File: config.mk
export PLATFORM = sky130hd
export DESIGN_NAME = spl_port
export DESIGN_NICKNAME = d
export VERILOG_FILES = /design/src/logic/spl_pkg.sv /design/src/logic/spl_port.sv /design/src/logic/spl_apb_slave.sv /design/src/logic/spl_irq_ctrl.sv
export SDC_FILE = /design/constraint.sdc
export NUM_CORES = 1
export LEC_CHECK = 0
export BUFFER_PORTS_ARGS = -buffer_cell sky130_fd_sc_hd__clkbuf_2
export CORE_MARGIN = 4
export CORE_UTILIZATION = 53
export DETAILED_ROUTE_END_ITERATION = 8
export MAX_ROUTING_LAYER = met4
export PLACE_DENSITY_LB_ADDON = 0.08
export SLEW_MARGIN = 15
export SYNTH_ARGS = -nofsm -noshare
export SYNTH_HDL_FRONTEND = slang
export SYNTH_SLANG_ARGS = --single-unit
File: constraint.sdc
create_clock -name clk_in -period 7 [get_ports clk_in]
set_clock_uncertainty 0.15 [all_clocks]
set_input_delay 1.4 -clock clk_in [delete_from_list [all_inputs] [get_ports clk_in]]
set_output_delay 1.4 -clock clk_in [all_outputs]
set_load 0.005 [all_outputs]
File: src/logic/spl_pkg.sv
`default_nettype none
package spl_pkg;
  localparam int unsigned DATA_W = 32;
  localparam int unsigned ADDR_W = 8;
  // register byte offsets
  localparam logic [7:0] OFS_INT_STATUS = 8'h00;
  localparam logic [7:0] OFS_INT_MASK   = 8'h04;
  localparam logic [7:0] OFS_TASK_FILE  = 8'h08;
  localparam logic [7:0] OFS_SATA_CTRL  = 8'h0c;
  localparam logic [7:0] OFS_CMD_SLOT0  = 8'h10;
  localparam logic [7:0] OFS_CMD_SLOT1  = 8'h14;
  localparam logic [7:0] OFS_CMD_ISSUE  = 8'h18;
  localparam logic [7:0] OFS_PORT_STATE = 8'h1c;
  // interrupt status bit positions
  localparam int unsigned INT_REG_FRAME = 0;
  localparam int unsigned INT_PIO_SETUP = 1;
  localparam int unsigned INT_LOCKUP    = 2;
  localparam int unsigned INT_SOFT_RESET_BIT_DONE = 3;
  localparam int unsigned INT_COMRESET  = 4;
  localparam int unsigned INT_W         = 5;
  // task file status byte
  localparam int unsigned TFD_BUSY_BIT = 7;
  localparam int unsigned TFD_DRQ_BIT  = 3;
  localparam logic [7:0]  TFD_RESET    = 8'h80;
  // link control field
  localparam int unsigned DET_W        = 4;
  localparam logic [3:0]  DET_COMRESET = 4'h1;
  localparam logic [3:0]  DET_RESET    = 4'h0;
  // command issue register
  localparam int unsigned SLOTS         = 2;
  localparam int unsigned ISSUE_CLR_BIT = 2;
  localparam int unsigned SLOT_W        = 4;
  // port state bit positions
  localparam int unsigned ST_LOCKED   = 0;
  localparam int unsigned ST_COMRESET = 1;
  localparam int unsigned ST_TX_BUSY  = 2;

  typedef enum logic [1:0] {
    FRM_REG_D2H   = 2'h0,
    FRM_PIO_SETUP = 2'h1,
    FRM_OTHER     = 2'h2
  } spl_frame_e;

  typedef enum logic [1:0] {
    LK_RUN      = 2'b00,
    LK_LOCKED   = 2'b01,
    LK_COMRESET = 2'b11
  } spl_lock_e;

  typedef enum logic [1:0] {
    TX_IDLE  = 2'b00,
    TX_SLOT0 = 2'b01,
    TX_SLOT1 = 2'b11
  } spl_tx_e;

  // one queued register frame plus its header bits; soft_reset_bit lands in bit 0
  typedef struct packed {
    logic hdr_reset;
    logic hdr_clr_busy;
    logic cmd_update;
    logic soft_reset_bit;
  } spl_slot_s;

  typedef struct packed {
    logic       valid;
    spl_frame_e kind;
    logic       dir_write;
    logic [7:0] status;
  } spl_rx_frame_s;

  typedef struct packed {
    logic valid;
    logic soft_reset_bit;
    logic cmd_update;
  } spl_tx_frame_s;

  typedef struct packed {
    logic              wr;
    logic [ADDR_W-1:0] addr;
    logic [DATA_W-1:0] wdata;
    logic [3:0]        strb;
  } spl_reg_req_s;

  // merge write data into an old value under byte enables
  function automatic logic [DATA_W-1:0] apply_strb(input logic [DATA_W-1:0] old,
                                                   input logic [DATA_W-1:0] wdata,
                                                   input logic [3:0]        strb);
    logic [DATA_W-1:0] res;
    res = old;
    for (int i = 0; i < 4; i++) begin
      if (strb[i]) begin
        res[i*8 +: 8] = wdata[i*8 +: 8];
      end
    end
    return res;
  endfunction
endpackage
`default_nettype wire

File: src/logic/spl_port.sv
`default_nettype none
module spl_port #(
  parameter bit SOFT_RECOVER = 1'b1
) (
  // clock and reset
  input  wire logic                       clk_in,
  input  wire logic                       soft_reset_bit_in,
  // apb slave
  input  wire logic                       psel_in,
  input  wire logic                       penable_in,
  input  wire logic                       pwrite_in,
  input  wire logic [spl_pkg::ADDR_W-1:0] paddr_in,
  input  wire logic [spl_pkg::DATA_W-1:0] pwdata_in,
  input  wire logic [3:0]                 pstrb_in,
  output logic      [spl_pkg::DATA_W-1:0] prdata_out,
  output logic                            pready_out,
  output logic                            pslverr_out,
  // receive frames from the link layer
  input  wire spl_pkg::spl_rx_frame_s     rx_frame_in,
  output logic                            rx_ready_out,
  // transmit frames to the link layer
  output spl_pkg::spl_tx_frame_s          tx_frame_out,
  input  wire logic                       tx_ready_in,
  output logic                            comreset_out,
  // interrupt
  output logic                            irq_out
);
  // register bus request and read path
  spl_pkg::spl_reg_req_s      req;
  logic [spl_pkg::DATA_W-1:0] rdata;
  logic                       hit;
  logic [spl_pkg::INT_W-1:0]  int_status, int_mask, int_event, int_clr;

  // link, lock and task file state
  spl_pkg::spl_lock_e lock_d, lock_q;
  logic [7:0]         tfd_d, tfd_q;
  // command list and transmit state
  spl_pkg::spl_tx_e   tx_d, tx_q;
  spl_pkg::spl_slot_s slot_d [spl_pkg::SLOTS];
  spl_pkg::spl_slot_s slot_q [spl_pkg::SLOTS];
  logic [spl_pkg::SLOTS-1:0] issue_d, issue_q;
  logic               soft_reset_bit_seen_d, soft_reset_bit_seen_q;
  logic [3:0]         det_d, det_q;

  // events and cross-group strobes
  logic               rx_take, ev_lock, ev_comreset_done;
  logic               tx_done, ev_soft_reset_bit_done, soft_unlock, clr_busy;
  logic               cur_slot;
  spl_pkg::spl_slot_s cur;

  // one write strobe per register, gated by its own offset
  function automatic logic wr_sel(input spl_pkg::spl_reg_req_s r, input logic [7:0] ofs);
    return r.wr && (r.addr == ofs);
  endfunction

  // a locked port still lets frames that carry the reset header through
  function automatic logic slot_allowed(input spl_pkg::spl_lock_e lk, input spl_pkg::spl_slot_s s);
    return (lk == spl_pkg::LK_RUN) || ((lk == spl_pkg::LK_LOCKED) && s.hdr_reset);
  endfunction

  spl_apb_slave u_apb (
    .clk_in      (clk_in),
    .soft_reset_bit_in     (soft_reset_bit_in),
    .psel_in     (psel_in),
    .penable_in  (penable_in),
    .pwrite_in   (pwrite_in),
    .paddr_in    (paddr_in),
    .pwdata_in   (pwdata_in),
    .pstrb_in    (pstrb_in),
    .prdata_out  (prdata_out),
    .pready_out  (pready_out),
    .pslverr_out (pslverr_out),
    .rdata_in    (rdata),
    .hit_in      (hit),
    .req_out     (req)
  );

  // interrupt status is write-one-to-clear in the low byte
  assign int_clr = wr_sel(req, spl_pkg::OFS_INT_STATUS) && req.strb[0] ?
                   req.wdata[spl_pkg::INT_W-1:0] : '0;

  // every event is a one-cycle pulse into the sticky status
  assign int_event[spl_pkg::INT_REG_FRAME] = rx_take && (rx_frame_in.kind == spl_pkg::FRM_REG_D2H);
  assign int_event[spl_pkg::INT_PIO_SETUP] = rx_take && (rx_frame_in.kind == spl_pkg::FRM_PIO_SETUP);
  assign int_event[spl_pkg::INT_LOCKUP]    = ev_lock;
  assign int_event[spl_pkg::INT_SOFT_RESET_BIT_DONE] = ev_soft_reset_bit_done;
  assign int_event[spl_pkg::INT_COMRESET]  = ev_comreset_done;

  // mask writes use lane 0 only, like the status clear
  spl_irq_ctrl #(
    .W (spl_pkg::INT_W)
  ) u_irq (
    .clk_in     (clk_in),
    .soft_reset_bit_in    (soft_reset_bit_in),
    .event_in   (int_event),
    .clr_in     (int_clr),
    .mask_we_in (wr_sel(req, spl_pkg::OFS_INT_MASK) && req.strb[0]),
    .mask_in    (req.wdata[spl_pkg::INT_W-1:0]),
    .status_out (int_status),
    .mask_out   (int_mask),
    .irq_out    (irq_out)
  );

  // receive is refused while locked or in comreset: this is the hang
  assign rx_ready_out = (lock_q == spl_pkg::LK_RUN);
  assign rx_take      = rx_frame_in.valid && rx_ready_out;
  assign comreset_out = (lock_q == spl_pkg::LK_COMRESET);

  // lock state machine and task file status
  always_comb begin
    lock_d           = lock_q;
    tfd_d            = tfd_q;
    ev_lock          = 1'b0;
    ev_comreset_done = 1'b0;
    case (lock_q)
      spl_pkg::LK_RUN: begin
        // the locking frame's own status never reaches the task file
        if (rx_take && rx_frame_in.kind == spl_pkg::FRM_PIO_SETUP && rx_frame_in.dir_write &&
            !tfd_q[spl_pkg::TFD_BUSY_BIT] &&
            !tfd_q[spl_pkg::TFD_DRQ_BIT]) begin
          lock_d  = spl_pkg::LK_LOCKED;
          ev_lock = 1'b1;
        end else if (rx_take && rx_frame_in.kind != spl_pkg::FRM_OTHER) begin
          tfd_d = rx_frame_in.status;
        end
      end
      spl_pkg::LK_LOCKED: begin
        // no way out but the two resets
        if (soft_unlock) begin
          lock_d = spl_pkg::LK_RUN;
        end
      end
      spl_pkg::LK_COMRESET: begin
        // link renegotiates once the field drops back
        if (det_q != spl_pkg::DET_COMRESET) begin
          lock_d           = spl_pkg::LK_RUN;
          ev_comreset_done = 1'b1;
        end
      end
      default: begin
        lock_d = spl_pkg::LK_RUN;
      end
    endcase
    // a clear-busy header drops bit 7 as its frame goes out
    if (clr_busy) begin
      tfd_d[spl_pkg::TFD_BUSY_BIT] = 1'b0;
    end
    // field value one forces comreset from any state
    if (det_q == spl_pkg::DET_COMRESET) begin
      lock_d = spl_pkg::LK_COMRESET;
      if (lock_q != spl_pkg::LK_COMRESET) begin
        tfd_d = spl_pkg::TFD_RESET;
      end
    end
  end

  // busy set out of reset, so no write setup locks before status arrives
  always_ff @(posedge clk_in) begin
    if (soft_reset_bit_in) begin
      lock_q <= spl_pkg::LK_RUN;
      tfd_q  <= spl_pkg::TFD_RESET;
    end else begin
      lock_q <= lock_d;
      tfd_q  <= tfd_d;
    end
  end

  // the slot on the wire follows the transmit state
  assign cur_slot = (tx_q == spl_pkg::TX_SLOT1);
  assign cur      = slot_q[cur_slot];
  assign tx_done  = (tx_q != spl_pkg::TX_IDLE) && tx_ready_in;

  // frame fields come from slot flops and hold until accepted
  assign tx_frame_out.valid      = (tx_q != spl_pkg::TX_IDLE);
  assign tx_frame_out.soft_reset_bit       = cur.soft_reset_bit;
  assign tx_frame_out.cmd_update = cur.cmd_update;

  // transmit engine; slot 0 goes first so the reset pair keeps its order
  always_comb begin
    tx_d         = tx_q;
    soft_reset_bit_seen_d  = soft_reset_bit_seen_q;
    clr_busy     = 1'b0;
    ev_soft_reset_bit_done = 1'b0;
    soft_unlock  = 1'b0;
    case (tx_q)
      spl_pkg::TX_IDLE: begin
        // a locked port only lets reset-header slots go
        if (issue_q[0] && slot_allowed(lock_q, slot_q[0])) begin
          tx_d = spl_pkg::TX_SLOT0;
        end else if (issue_q[1] && slot_allowed(lock_q, slot_q[1])) begin
          tx_d = spl_pkg::TX_SLOT1;
        end
      end
      spl_pkg::TX_SLOT0, spl_pkg::TX_SLOT1: begin
        if (tx_ready_in) begin
          tx_d     = spl_pkg::TX_IDLE;
          clr_busy = cur.hdr_clr_busy;
          // first frame asserts soft reset, second releases it
          if (cur.hdr_reset && cur.soft_reset_bit) begin
            soft_reset_bit_seen_d = 1'b1;
          end else if (cur.hdr_reset && soft_reset_bit_seen_q) begin
            soft_reset_bit_seen_d  = 1'b0;
            ev_soft_reset_bit_done = 1'b1;
            soft_unlock  = SOFT_RECOVER;
          end else begin
            soft_reset_bit_seen_d = 1'b0;
          end
        end
      end
      default: begin
        tx_d = spl_pkg::TX_IDLE;
      end
    endcase
    // comreset aborts any frame in flight
    if (lock_q == spl_pkg::LK_COMRESET) begin
      tx_d        = spl_pkg::TX_IDLE;
      soft_reset_bit_seen_d = 1'b0;
    end
  end

  // transmit state registers
  always_ff @(posedge clk_in) begin
    if (soft_reset_bit_in) begin
      tx_q        <= spl_pkg::TX_IDLE;
      soft_reset_bit_seen_q <= 1'b0;
    end else begin
      tx_q        <= tx_d;
      soft_reset_bit_seen_q <= soft_reset_bit_seen_d;
    end
  end

  // software registers: control field, command slots, issue bits
  always_comb begin
    logic [spl_pkg::DATA_W-1:0] ctl;
    ctl     = spl_pkg::apply_strb({28'h0, det_q}, req.wdata, req.strb);
    det_d   = wr_sel(req, spl_pkg::OFS_SATA_CTRL) ? ctl[spl_pkg::DET_W-1:0] : det_q;
    issue_d = issue_q;
    for (int i = 0; i < spl_pkg::SLOTS; i++) begin
      slot_d[i] = slot_q[i];
    end
    // a slot still waiting to go out ignores writes
    if (wr_sel(req, spl_pkg::OFS_CMD_SLOT0) && req.strb[0] && !issue_q[0]) begin
      slot_d[0] = req.wdata[spl_pkg::SLOT_W-1:0];
    end
    if (wr_sel(req, spl_pkg::OFS_CMD_SLOT1) && req.strb[0] && !issue_q[1]) begin
      slot_d[1] = req.wdata[spl_pkg::SLOT_W-1:0];
    end
    if (tx_done) begin
      issue_d[cur_slot] = 1'b0;
    end
    // emptying the list comes before any new issue in the same write
    if (wr_sel(req, spl_pkg::OFS_CMD_ISSUE) && req.strb[0]) begin
      if (req.wdata[spl_pkg::ISSUE_CLR_BIT]) begin
        issue_d = '0;
      end
      issue_d = issue_d | req.wdata[spl_pkg::SLOTS-1:0];
    end
    // a link reset drops the queue; software must rebuild the list
    if (lock_q == spl_pkg::LK_COMRESET) begin
      issue_d = '0;
    end
  end

  // software register flops; the control field comes up released
  always_ff @(posedge clk_in) begin
    if (soft_reset_bit_in) begin
      det_q   <= spl_pkg::DET_RESET;
      issue_q <= '0;
      for (int i = 0; i < spl_pkg::SLOTS; i++) begin
        slot_q[i] <= '0;
      end
    end else begin
      det_q   <= det_d;
      issue_q <= issue_d;
      for (int i = 0; i < spl_pkg::SLOTS; i++) begin
        slot_q[i] <= slot_d[i];
      end
    end
  end

  // read mux; reserved bits read zero
  always_comb begin
    rdata = '0;
    hit   = 1'b1;
    // the bus slave catches this in the setup cycle
    case (req.addr)
      spl_pkg::OFS_INT_STATUS: rdata = 32'(int_status);
      spl_pkg::OFS_INT_MASK:   rdata = 32'(int_mask);
      spl_pkg::OFS_TASK_FILE:  rdata = 32'(tfd_q);
      spl_pkg::OFS_SATA_CTRL:  rdata = 32'(det_q);
      spl_pkg::OFS_CMD_SLOT0:  rdata = 32'(slot_q[0]);
      spl_pkg::OFS_CMD_SLOT1:  rdata = 32'(slot_q[1]);
      spl_pkg::OFS_CMD_ISSUE:  rdata = 32'(issue_q);
      spl_pkg::OFS_PORT_STATE: begin
        rdata[spl_pkg::ST_LOCKED]   = (lock_q == spl_pkg::LK_LOCKED);
        rdata[spl_pkg::ST_COMRESET] = (lock_q == spl_pkg::LK_COMRESET);
        rdata[spl_pkg::ST_TX_BUSY]  = (tx_q != spl_pkg::TX_IDLE);
      end
      default: hit = 1'b0;
    endcase
  end
endmodule
`default_nettype wire

File: src/logic/spl_apb_slave.sv
`default_nettype none
module spl_apb_slave (
  // clock and reset
  input  wire logic                       clk_in,
  input  wire logic                       soft_reset_bit_in,
  // apb side
  input  wire logic                       psel_in,
  input  wire logic                       penable_in,
  input  wire logic                       pwrite_in,
  input  wire logic [spl_pkg::ADDR_W-1:0] paddr_in,
  input  wire logic [spl_pkg::DATA_W-1:0] pwdata_in,
  input  wire logic [3:0]                 pstrb_in,
  output logic      [spl_pkg::DATA_W-1:0] prdata_out,
  output logic                            pready_out,
  output logic                            pslverr_out,
  // register file side
  input  wire logic [spl_pkg::DATA_W-1:0] rdata_in,
  input  wire logic                       hit_in,
  output spl_pkg::spl_reg_req_s           req_out
);
  logic [spl_pkg::DATA_W-1:0] prdata_d, prdata_q;
  logic                       hit_d, hit_q;
  logic                       setup;

  // read data and decode are caught in setup, so access needs no wait
  assign setup = psel_in & ~penable_in;

  always_comb begin
    prdata_d = setup ? rdata_in : prdata_q;
    hit_d    = setup ? hit_in : hit_q;
  end

  always_ff @(posedge clk_in) begin
    if (soft_reset_bit_in) begin
      prdata_q <= '0;
      hit_q    <= 1'b0;
    end else begin
      prdata_q <= prdata_d;
      hit_q    <= hit_d;
    end
  end

  // unmapped addresses answer with an error and write nothing
  assign pready_out    = 1'b1;
  assign pslverr_out   = psel_in & penable_in & ~hit_q;
  assign prdata_out    = prdata_q;
  assign req_out.wr    = psel_in & penable_in & pwrite_in & hit_q;
  assign req_out.addr  = paddr_in;
  assign req_out.wdata = pwdata_in;
  assign req_out.strb  = pstrb_in;
endmodule
`default_nettype wire

File: src/logic/spl_irq_ctrl.sv
`default_nettype none
module spl_irq_ctrl #(
  parameter int unsigned W = 5
) (
  // clock and reset
  input  wire logic         clk_in,
  input  wire logic         soft_reset_bit_in,
  // events and software access
  input  wire logic [W-1:0] event_in,
  input  wire logic [W-1:0] clr_in,
  input  wire logic         mask_we_in,
  input  wire logic [W-1:0] mask_in,
  // state
  output logic      [W-1:0] status_out,
  output logic      [W-1:0] mask_out,
  output logic              irq_out
);
  logic [W-1:0] status_d, status_q;
  logic [W-1:0] mask_d, mask_q;

  // a new event beats a clear landing in the same cycle
  always_comb begin
    status_d = (status_q & ~clr_in) | event_in;
    mask_d   = mask_we_in ? mask_in : mask_q;
  end

  always_ff @(posedge clk_in) begin
    if (soft_reset_bit_in) begin
      status_q <= '0;
      mask_q   <= '0;
    end else begin
      status_q <= status_d;
      mask_q   <= mask_d;
    end
  end

  assign status_out = status_q;
  assign mask_out   = mask_q;
  assign irq_out    = |(status_q & mask_q);
endmodule
`default_nettype wire

==> impl_metrics.tcl, run 1 <==
set metrics [dict create \
    outcome "complete, no violations" \
    slew_headroom 0.472 \
    syn_area_um2 2580 \
    insertion_delay_ns 0.30 \
    cts.htree.levels 2 \
    routed_wl_um 5980 \
    vias 2151 \
    holdBufCountCts 0 \
    worst-path-buf-inv 2 \
    worstPathCellList "clkbuf_2 > nand2_1 > nor2_1 > clkbuf_2" \
    postCtsSetupRepairBufs 0 \
    critPathArrivalTime_ns 1.75 \
    stdcell_count 401 \
    drive_gt1_frac 0.192 \
    final_antenna_net_count 0 \
    hold_viol 0 \
    drc_errors 0 \
    cts_root_buf "clkbuf_8" \
    place_area_um2 2720 \
    grt_pass1_vias 1955 \
    hold_class "flop to flop" \
    synthToLayoutAreaGrowth_pct 8.81 \
    core.rowCount 25 \
    cp.required_ns 5.45 \
    slew_violations 0 \
    dp_hpwl_um 4680 \
    synth-xor-area-share 0.00339 \
    crit_family "buffers and inverters" \
    cts_tree "yes" \
    syn_inst 299 \
    synth_compound_area_frac 0.128 \
    yosys.area_share.simple 0.255 \
    stdcell_area_um2 2810 \
    cts_buffer_depth 2 \
    synth_ff_type "dfxtp_1" \
    cts_made_buffers 5 \
    crit_fanout 3 \
    synth-seq-area-share 0.356 \
    avgSynthCellArea_um2 8.65 \
    ys_warn_count 0 \
    die_area_um2 6060 \
    p_per_area_nw_per_um2 171 \
    ir_drop_uv 116 \
    synthDistinctLibCells 46 \
    diodes 0 \
    synth_adder_area_share 0 \
    cap_violations 0 \
    synth-edff-count 0 \
    core-area_um2 4720 \
    antenna_found_initial 0 \
    max_stage_delay_ns 0.11 \
    grt_pass1_wl_um 9830 \
    clkTransAtPathRegs_ns 0.08 \
    post_cts_resized 0 \
    layout_min_cycle_time_ns 3.30 \
    io-pin-count 102 \
    die_x_um 77.8 \
    fin_crit_sh 0.472 \
    dp.cells 393 \
    leakagePower_nw 1.22 \
    fin_nets 395 \
    critPathCaptureType "output port" \
    setup_violations 0 \
    cp-start-kind "input port" \
    grt_max_degree 44 \
    setup_ws_ns 3.70 \
    tightestPinTransition_ns 0.784 \
    initial_utilization 0.547 \
    critPathSlowestCell "clkbuf_2" \
    critPathKind "input port to output port" \
    muxShareOfSynthArea 0.142 \
    first_pass_iters 4 \
    final_util 0.595 \
    rsz0062_at_grt "false" \
    path_common_cell "clkbuf_2" \
    post-place-ws_ns 3.43 \
    place.port_buffers 46 \
    overflow 0 \
    tns_ns 0 \
    yosys_register_bits 46 \
    synth_top_family_by_area "simple AND/OR/NAND/NOR gates" \
    async_reset_ff_frac 0 \
    drt_iter0_markers 159 \
    post_drt_via_cell_ratio 5.36 \
    cts_sinks 46 \
    wl_per_cell_um 14.9 \
    max_freq_mhz 303 \
    track_usage 0.210 \
    die_y_um 77.8 \
    place.gp.congestion 0.870 \
    fillers 454 \
]
worst register-to-register path: cells and delay by family (launching register included):
| family | cells | cell delay (ns) |
|---|---|---|
| AO/OA/AOI/OAI | 1 | 0.66 |
| AND/OR/NAND/NOR | 2 | 0.57 |
| flip-flops | 1 | 0.39 |
| multiplexers | 1 | 0.26 |
cell usage after synthesis (all sizes together) (3+ instances only):
cell type	instances	area, µm²
inv	7	26.3
a21oi	15	75.1
a22oi	4	30.0
o21ai	3	15.0
nand2b	30	188
o31ai	5	37.5
buf	31	223
or4	3	30.0
or3	5	31.3
o22ai	4	25.0
mux2i	30	300
nand2	23	86.3
nand3b	5	37.5
nor4	3	18.8
nor3b	6	45.0
clkbuf	11	41.3
dfxtp	46	921
nor2	16	60.1
nor2b	8	50.1
nand3	13	65.1
cell type report:
type,instances,area (µm²),area share
clock inverter,1,5.00,0.00178
timing repair buffer,46,230,0.0819
inverter,7,26.3,0.00934
clock buffer,7,86.3,0.0307
tap,67,83.8,0.0298
multi-input combinational,227,1460,0.519
sequential,46,921,0.327
sequential cells by signal (all words and copies together), names as in the netlist:
| register | flops |
|---|---|
| lock_q | 2 |
| tx_q | 2 |
| u_irq.mask_out | 5 |
| u_irq.status_out | 5 |
| soft_reset_bit_seen_q | 1 |
| u_apb.prdata_out | 8 |
| tfd_q | 8 |
| u_apb.hit_q | 1 |
| slot_q | 8 |
| det_q | 4 |
| issue_q | 2 |
per-stage QoR:
stage / total power [mW] / hold slack, ns
floorplan: 0.315 / 0.297
finish: 0.482 / 0.310
CTS: 0.487 / 0.311
detailed placement: 0.322 / 0.299
global route: 0.506 / 0.331
global placement: 0.322 / 0.289
where the power goes:
part           switching (mW)  internal, mW
Sequential            0.00265         0.265
Clock                  0.0860        0.0797
Combinational          0.0290        0.0198
Total                   0.118         0.365
routing by layer:
| metal | vias up | track usage | routed length (µm) | part of all wire |
|---|---|---|---|---|
| met3 | 10 | 0.0336 | 405 | 0.068 |
| met1 | 999 | 0.291 | 2830 | 0.47 |
| met4 | 0 | 0.0819 | 124 | 0.021 |
| met2 | 70 | 0.305 | 2620 | 0.44 |
| li1 | 1072 | - | - | - |
| met5 | - | - | 0 | 0 |
kinds of logic (layout without fill, tap and decap cells):
| logic type | after synthesis | after routing |
|---|---|---|
| simple gates | 119 | 119 |
| compound gates | 48 | 48 |
| buf+inv | 49 | 61 |
| mux | 34 | 34 |
| xor+xnor | 1 | 1 |
| flops | 46 | 46 |
| other cells | 2 | 25 |
final timing paths:
path                                                        from                               end  slack, ns  cells past startpoint
worst min register to register  u_apb.prdata_out[7]$_SDFFE_PP0P_  u_apb.prdata_out[7]$_SDFFE_PP0P_       0.31                      2
worst max-delay path                                  penable_in                       pslverr_out       3.70                      4
worst min-delay path            u_apb.prdata_out[7]$_SDFFE_PP0P_  u_apb.prdata_out[7]$_SDFFE_PP0P_       0.31                      2
worst max register to register            lock_q[0]$_SDFFE_PP0P_               tfd_q[2]$_SDFF_PP0_       4.84                      4
cells in the final DEF, fill, tap and decap left out, types with 2 or more instances in the layout:
cell	n
o31ai_1	5
inv_1	7
mux2i_1	30
o21ai_0	3
nor3b_1	6
or4_4	2
clkbuf_2	46
nor2b_1	8
o21bai_1	2
clkbuf_8	6
mux4_2	2
a21oi_1	15
o2bb2ai_1	2
a31oi_1	2
mux2_2	2
nand2_1	23
nor2_1	16
o41ai_1	2
dfxtp_1	46
nand2b_1	30
nor4_1	3
nand3b_1	5
conb_1	25
nor3_1	2
a22oi_1	4
o22ai_1	4
a221oi_1	2
or3_1	5
nand3_1	13
No activity file was read; power rests on OpenSTA's default activity.
==> run 2, diff against run 1 <==
--- a/config.mk
+++ b/config.mk
@@ -7,7 +7,7 @@
 export LEC_CHECK = 0
 export BUFFER_PORTS_ARGS = -buffer_cell sky130_fd_sc_hd__clkbuf_2
 export CORE_MARGIN = 4
-export CORE_UTILIZATION = 53
+export CORE_UTILIZATION = 49
 export DETAILED_ROUTE_END_ITERATION = 8
 export MAX_ROUTING_LAYER = met4
 export PLACE_DENSITY_LB_ADDON = 0.08
==> constraint.sdc (replaced) <==
create_clock -name clk_in -period 3.3 [get_ports clk_in]
set_clock_uncertainty 0.15 [all_clocks]
set_input_delay 0.66 -clock clk_in [delete_from_list [all_inputs] [get_ports clk_in]]
set_output_delay 0.66 -clock clk_in [all_outputs]
set_load 0.005 [all_outputs]
==> run 2 against run 1 <==
  * Utilization fell by 4.0 points
  * Non-clock buffer count stayed put
  * Final area is 0.93% higher
  * Die area rose by 7.3%
  * Total power up 130%
  * Combinational power grew 110%
  * Cell count grew 0.75%
==> impl_metrics.tcl, run 2 (same netlist as run 1, synthesis figures left out) <==
set metrics [dict create \
    outcome "complete, no violations" \
    cts_tree "yes" \
    routed_wl_um 6100 \
    die_y_um 80.6 \
    place.port_buffers 46 \
    cts_root_buf "clkbuf_8" \
    cts.htree.levels 2 \
    layout_common_cells "dfxtp_1, clkbuf_2, mux2i_1, nand2b_1, conb_1" \
    insertion_delay_ns 0.30 \
    critPathCaptureType "flop" \
    overflow 0 \
    holdBufCountCts 0 \
    io-pin-count 102 \
    path_common_cell "or3_1" \
    die_area_um2 6500 \
    grt_max_degree 44 \
    post_drt_via_cell_ratio 5.35 \
    postCtsSetupRepairBufs 0 \
    cts_buffer_depth 2 \
    drt_iter0_markers 157 \
    fin_nets 395 \
    cts_sinks 46 \
    post_cts_resized 0 \
    antenna_found_initial 0 \
    tns_ns 0 \
    critPathKind "input port to flop" \
    slew_violations 0 \
    grt_pass1_wl_um 9520 \
    setup_violations 0 \
    dp_hpwl_um 4730 \
    fin_crit_sh 0.745 \
    vias 2163 \
    holdWs_ns 0.305 \
    drc_errors 0 \
    track_usage 0.197 \
    die_x_um 80.6 \
    p_per_area_nw_per_um2 387 \
    rsz0062_at_grt "false" \
    tightestPinTransition_ns 0.803 \
    hold_viol 0 \
    hold_class "flop to flop" \
    cp.required_ns 3.33 \
    leakagePower_nw 1.22 \
    critPathArrivalTime_ns 2.49 \
    wl_per_cell_um 15.1 \
    core-area_um2 5110 \
    cts_made_buffers 5 \
    clkTransAtPathRegs_ns 0.09 \
    place.gp.congestion 0.825 \
    cap_violations 0 \
    max_stage_delay_ns 0.56 \
    critPathSlowestCell "or4_4" \
    diodes 0 \
    cp-start-kind "input port" \
    synthToLayoutAreaGrowth_pct 9.83 \
    max_freq_mhz 407 \
    grt_pass1_vias 1877 \
    final_antenna_net_count 0 \
    slew_headroom 0.464 \
    worstPathCellList "clkbuf_2 > or4_4 > or3_1 > or3_1 > mux2i_1" \
    drive_gt1_frac 0.195 \
    first_pass_iters 4 \
    ir_drop_uv 261 \
    core.rowCount 26 \
    crit_fanout 7 \
    layout_min_cycle_time_ns 2.46 \
    initial_utilization 0.506 \
]
[run 2: changes by cell type in the layout (fill, tap and decap cells not counted)]
cell and change:
bufinv_16 +1, clkbuf_1 -1, clkinv_2 -1, clkbuf_8 -1, clkinvlp_4 +2
[run 2: power by group]
group          leakage [nW]  internal (mW)  switching [mW]
logic                 0.799         0.0419          0.0623
registers             0.372          0.563         0.00565
clock network        0.0504          0.225           0.202
total                  1.22          0.830           0.270
[run 2: routing by layer]
metal	routed length, µm	vias up	GRT usage
met5	0	-	-
met4	64	0	0.0507
met3	423	5	0.0404
met2	2750	77	0.297
met1	2870	1017	0.270
li1	-	1064	-
[run 2: area by class of cell]
type | count | area (µm²)
multi-input cells | 227 | 1460
clock inverters | 3 | 45.0
flip-flops and latches | 46 | 921
well taps | 70 | 87.6
inverters | 7 | 26.3
clock buffers | 5 | 68.8
repair buffers | 46 | 230
fillers | 497 | 2270
[run 2: worst max-delay path, delay by kind of cell]
family        cells  cell delay [ns]
buf+inv           1             0.08
simple gates      3             1.58
mux               1             0.17
[run 2: through the flow]
step	cells	instance area (µm²)	power (mW)	util	setup WS [ns]
floorplan	322	2670	0.668	-	0.751
global placement	396	2730	0.684	0.534	0.533
detailed placement	396	2730	0.685	0.534	0.542
CTS	404	2840	1.11	0.556	0.860
global route	404	2840	1.15	0.556	0.764
finish	404	2840	1.10	0.556	0.842
[run 2: path summary, 6_finish.rpt]
| path | cells past startpoint | endpoint | startpoint | slack, ns |
|---|---|---|---|---|
| max | 5 | u_irq.mask_out[4]$_SDFFE_PP0P_ | paddr_in[5] | 0.84 |
| min reg2reg | 2 | u_apb.prdata_out[5]$_SDFFE_PP0P_ | u_apb.prdata_out[5]$_SDFFE_PP0P_ | 0.31 |
| max reg2reg | 4 | tfd_q[2]$_SDFF_PP0_ | lock_q[1]$_SDFFE_PP0P_ | 1.10 |
| min | 2 | u_apb.prdata_out[5]$_SDFFE_PP0P_ | u_apb.prdata_out[5]$_SDFFE_PP0P_ | 0.31 |
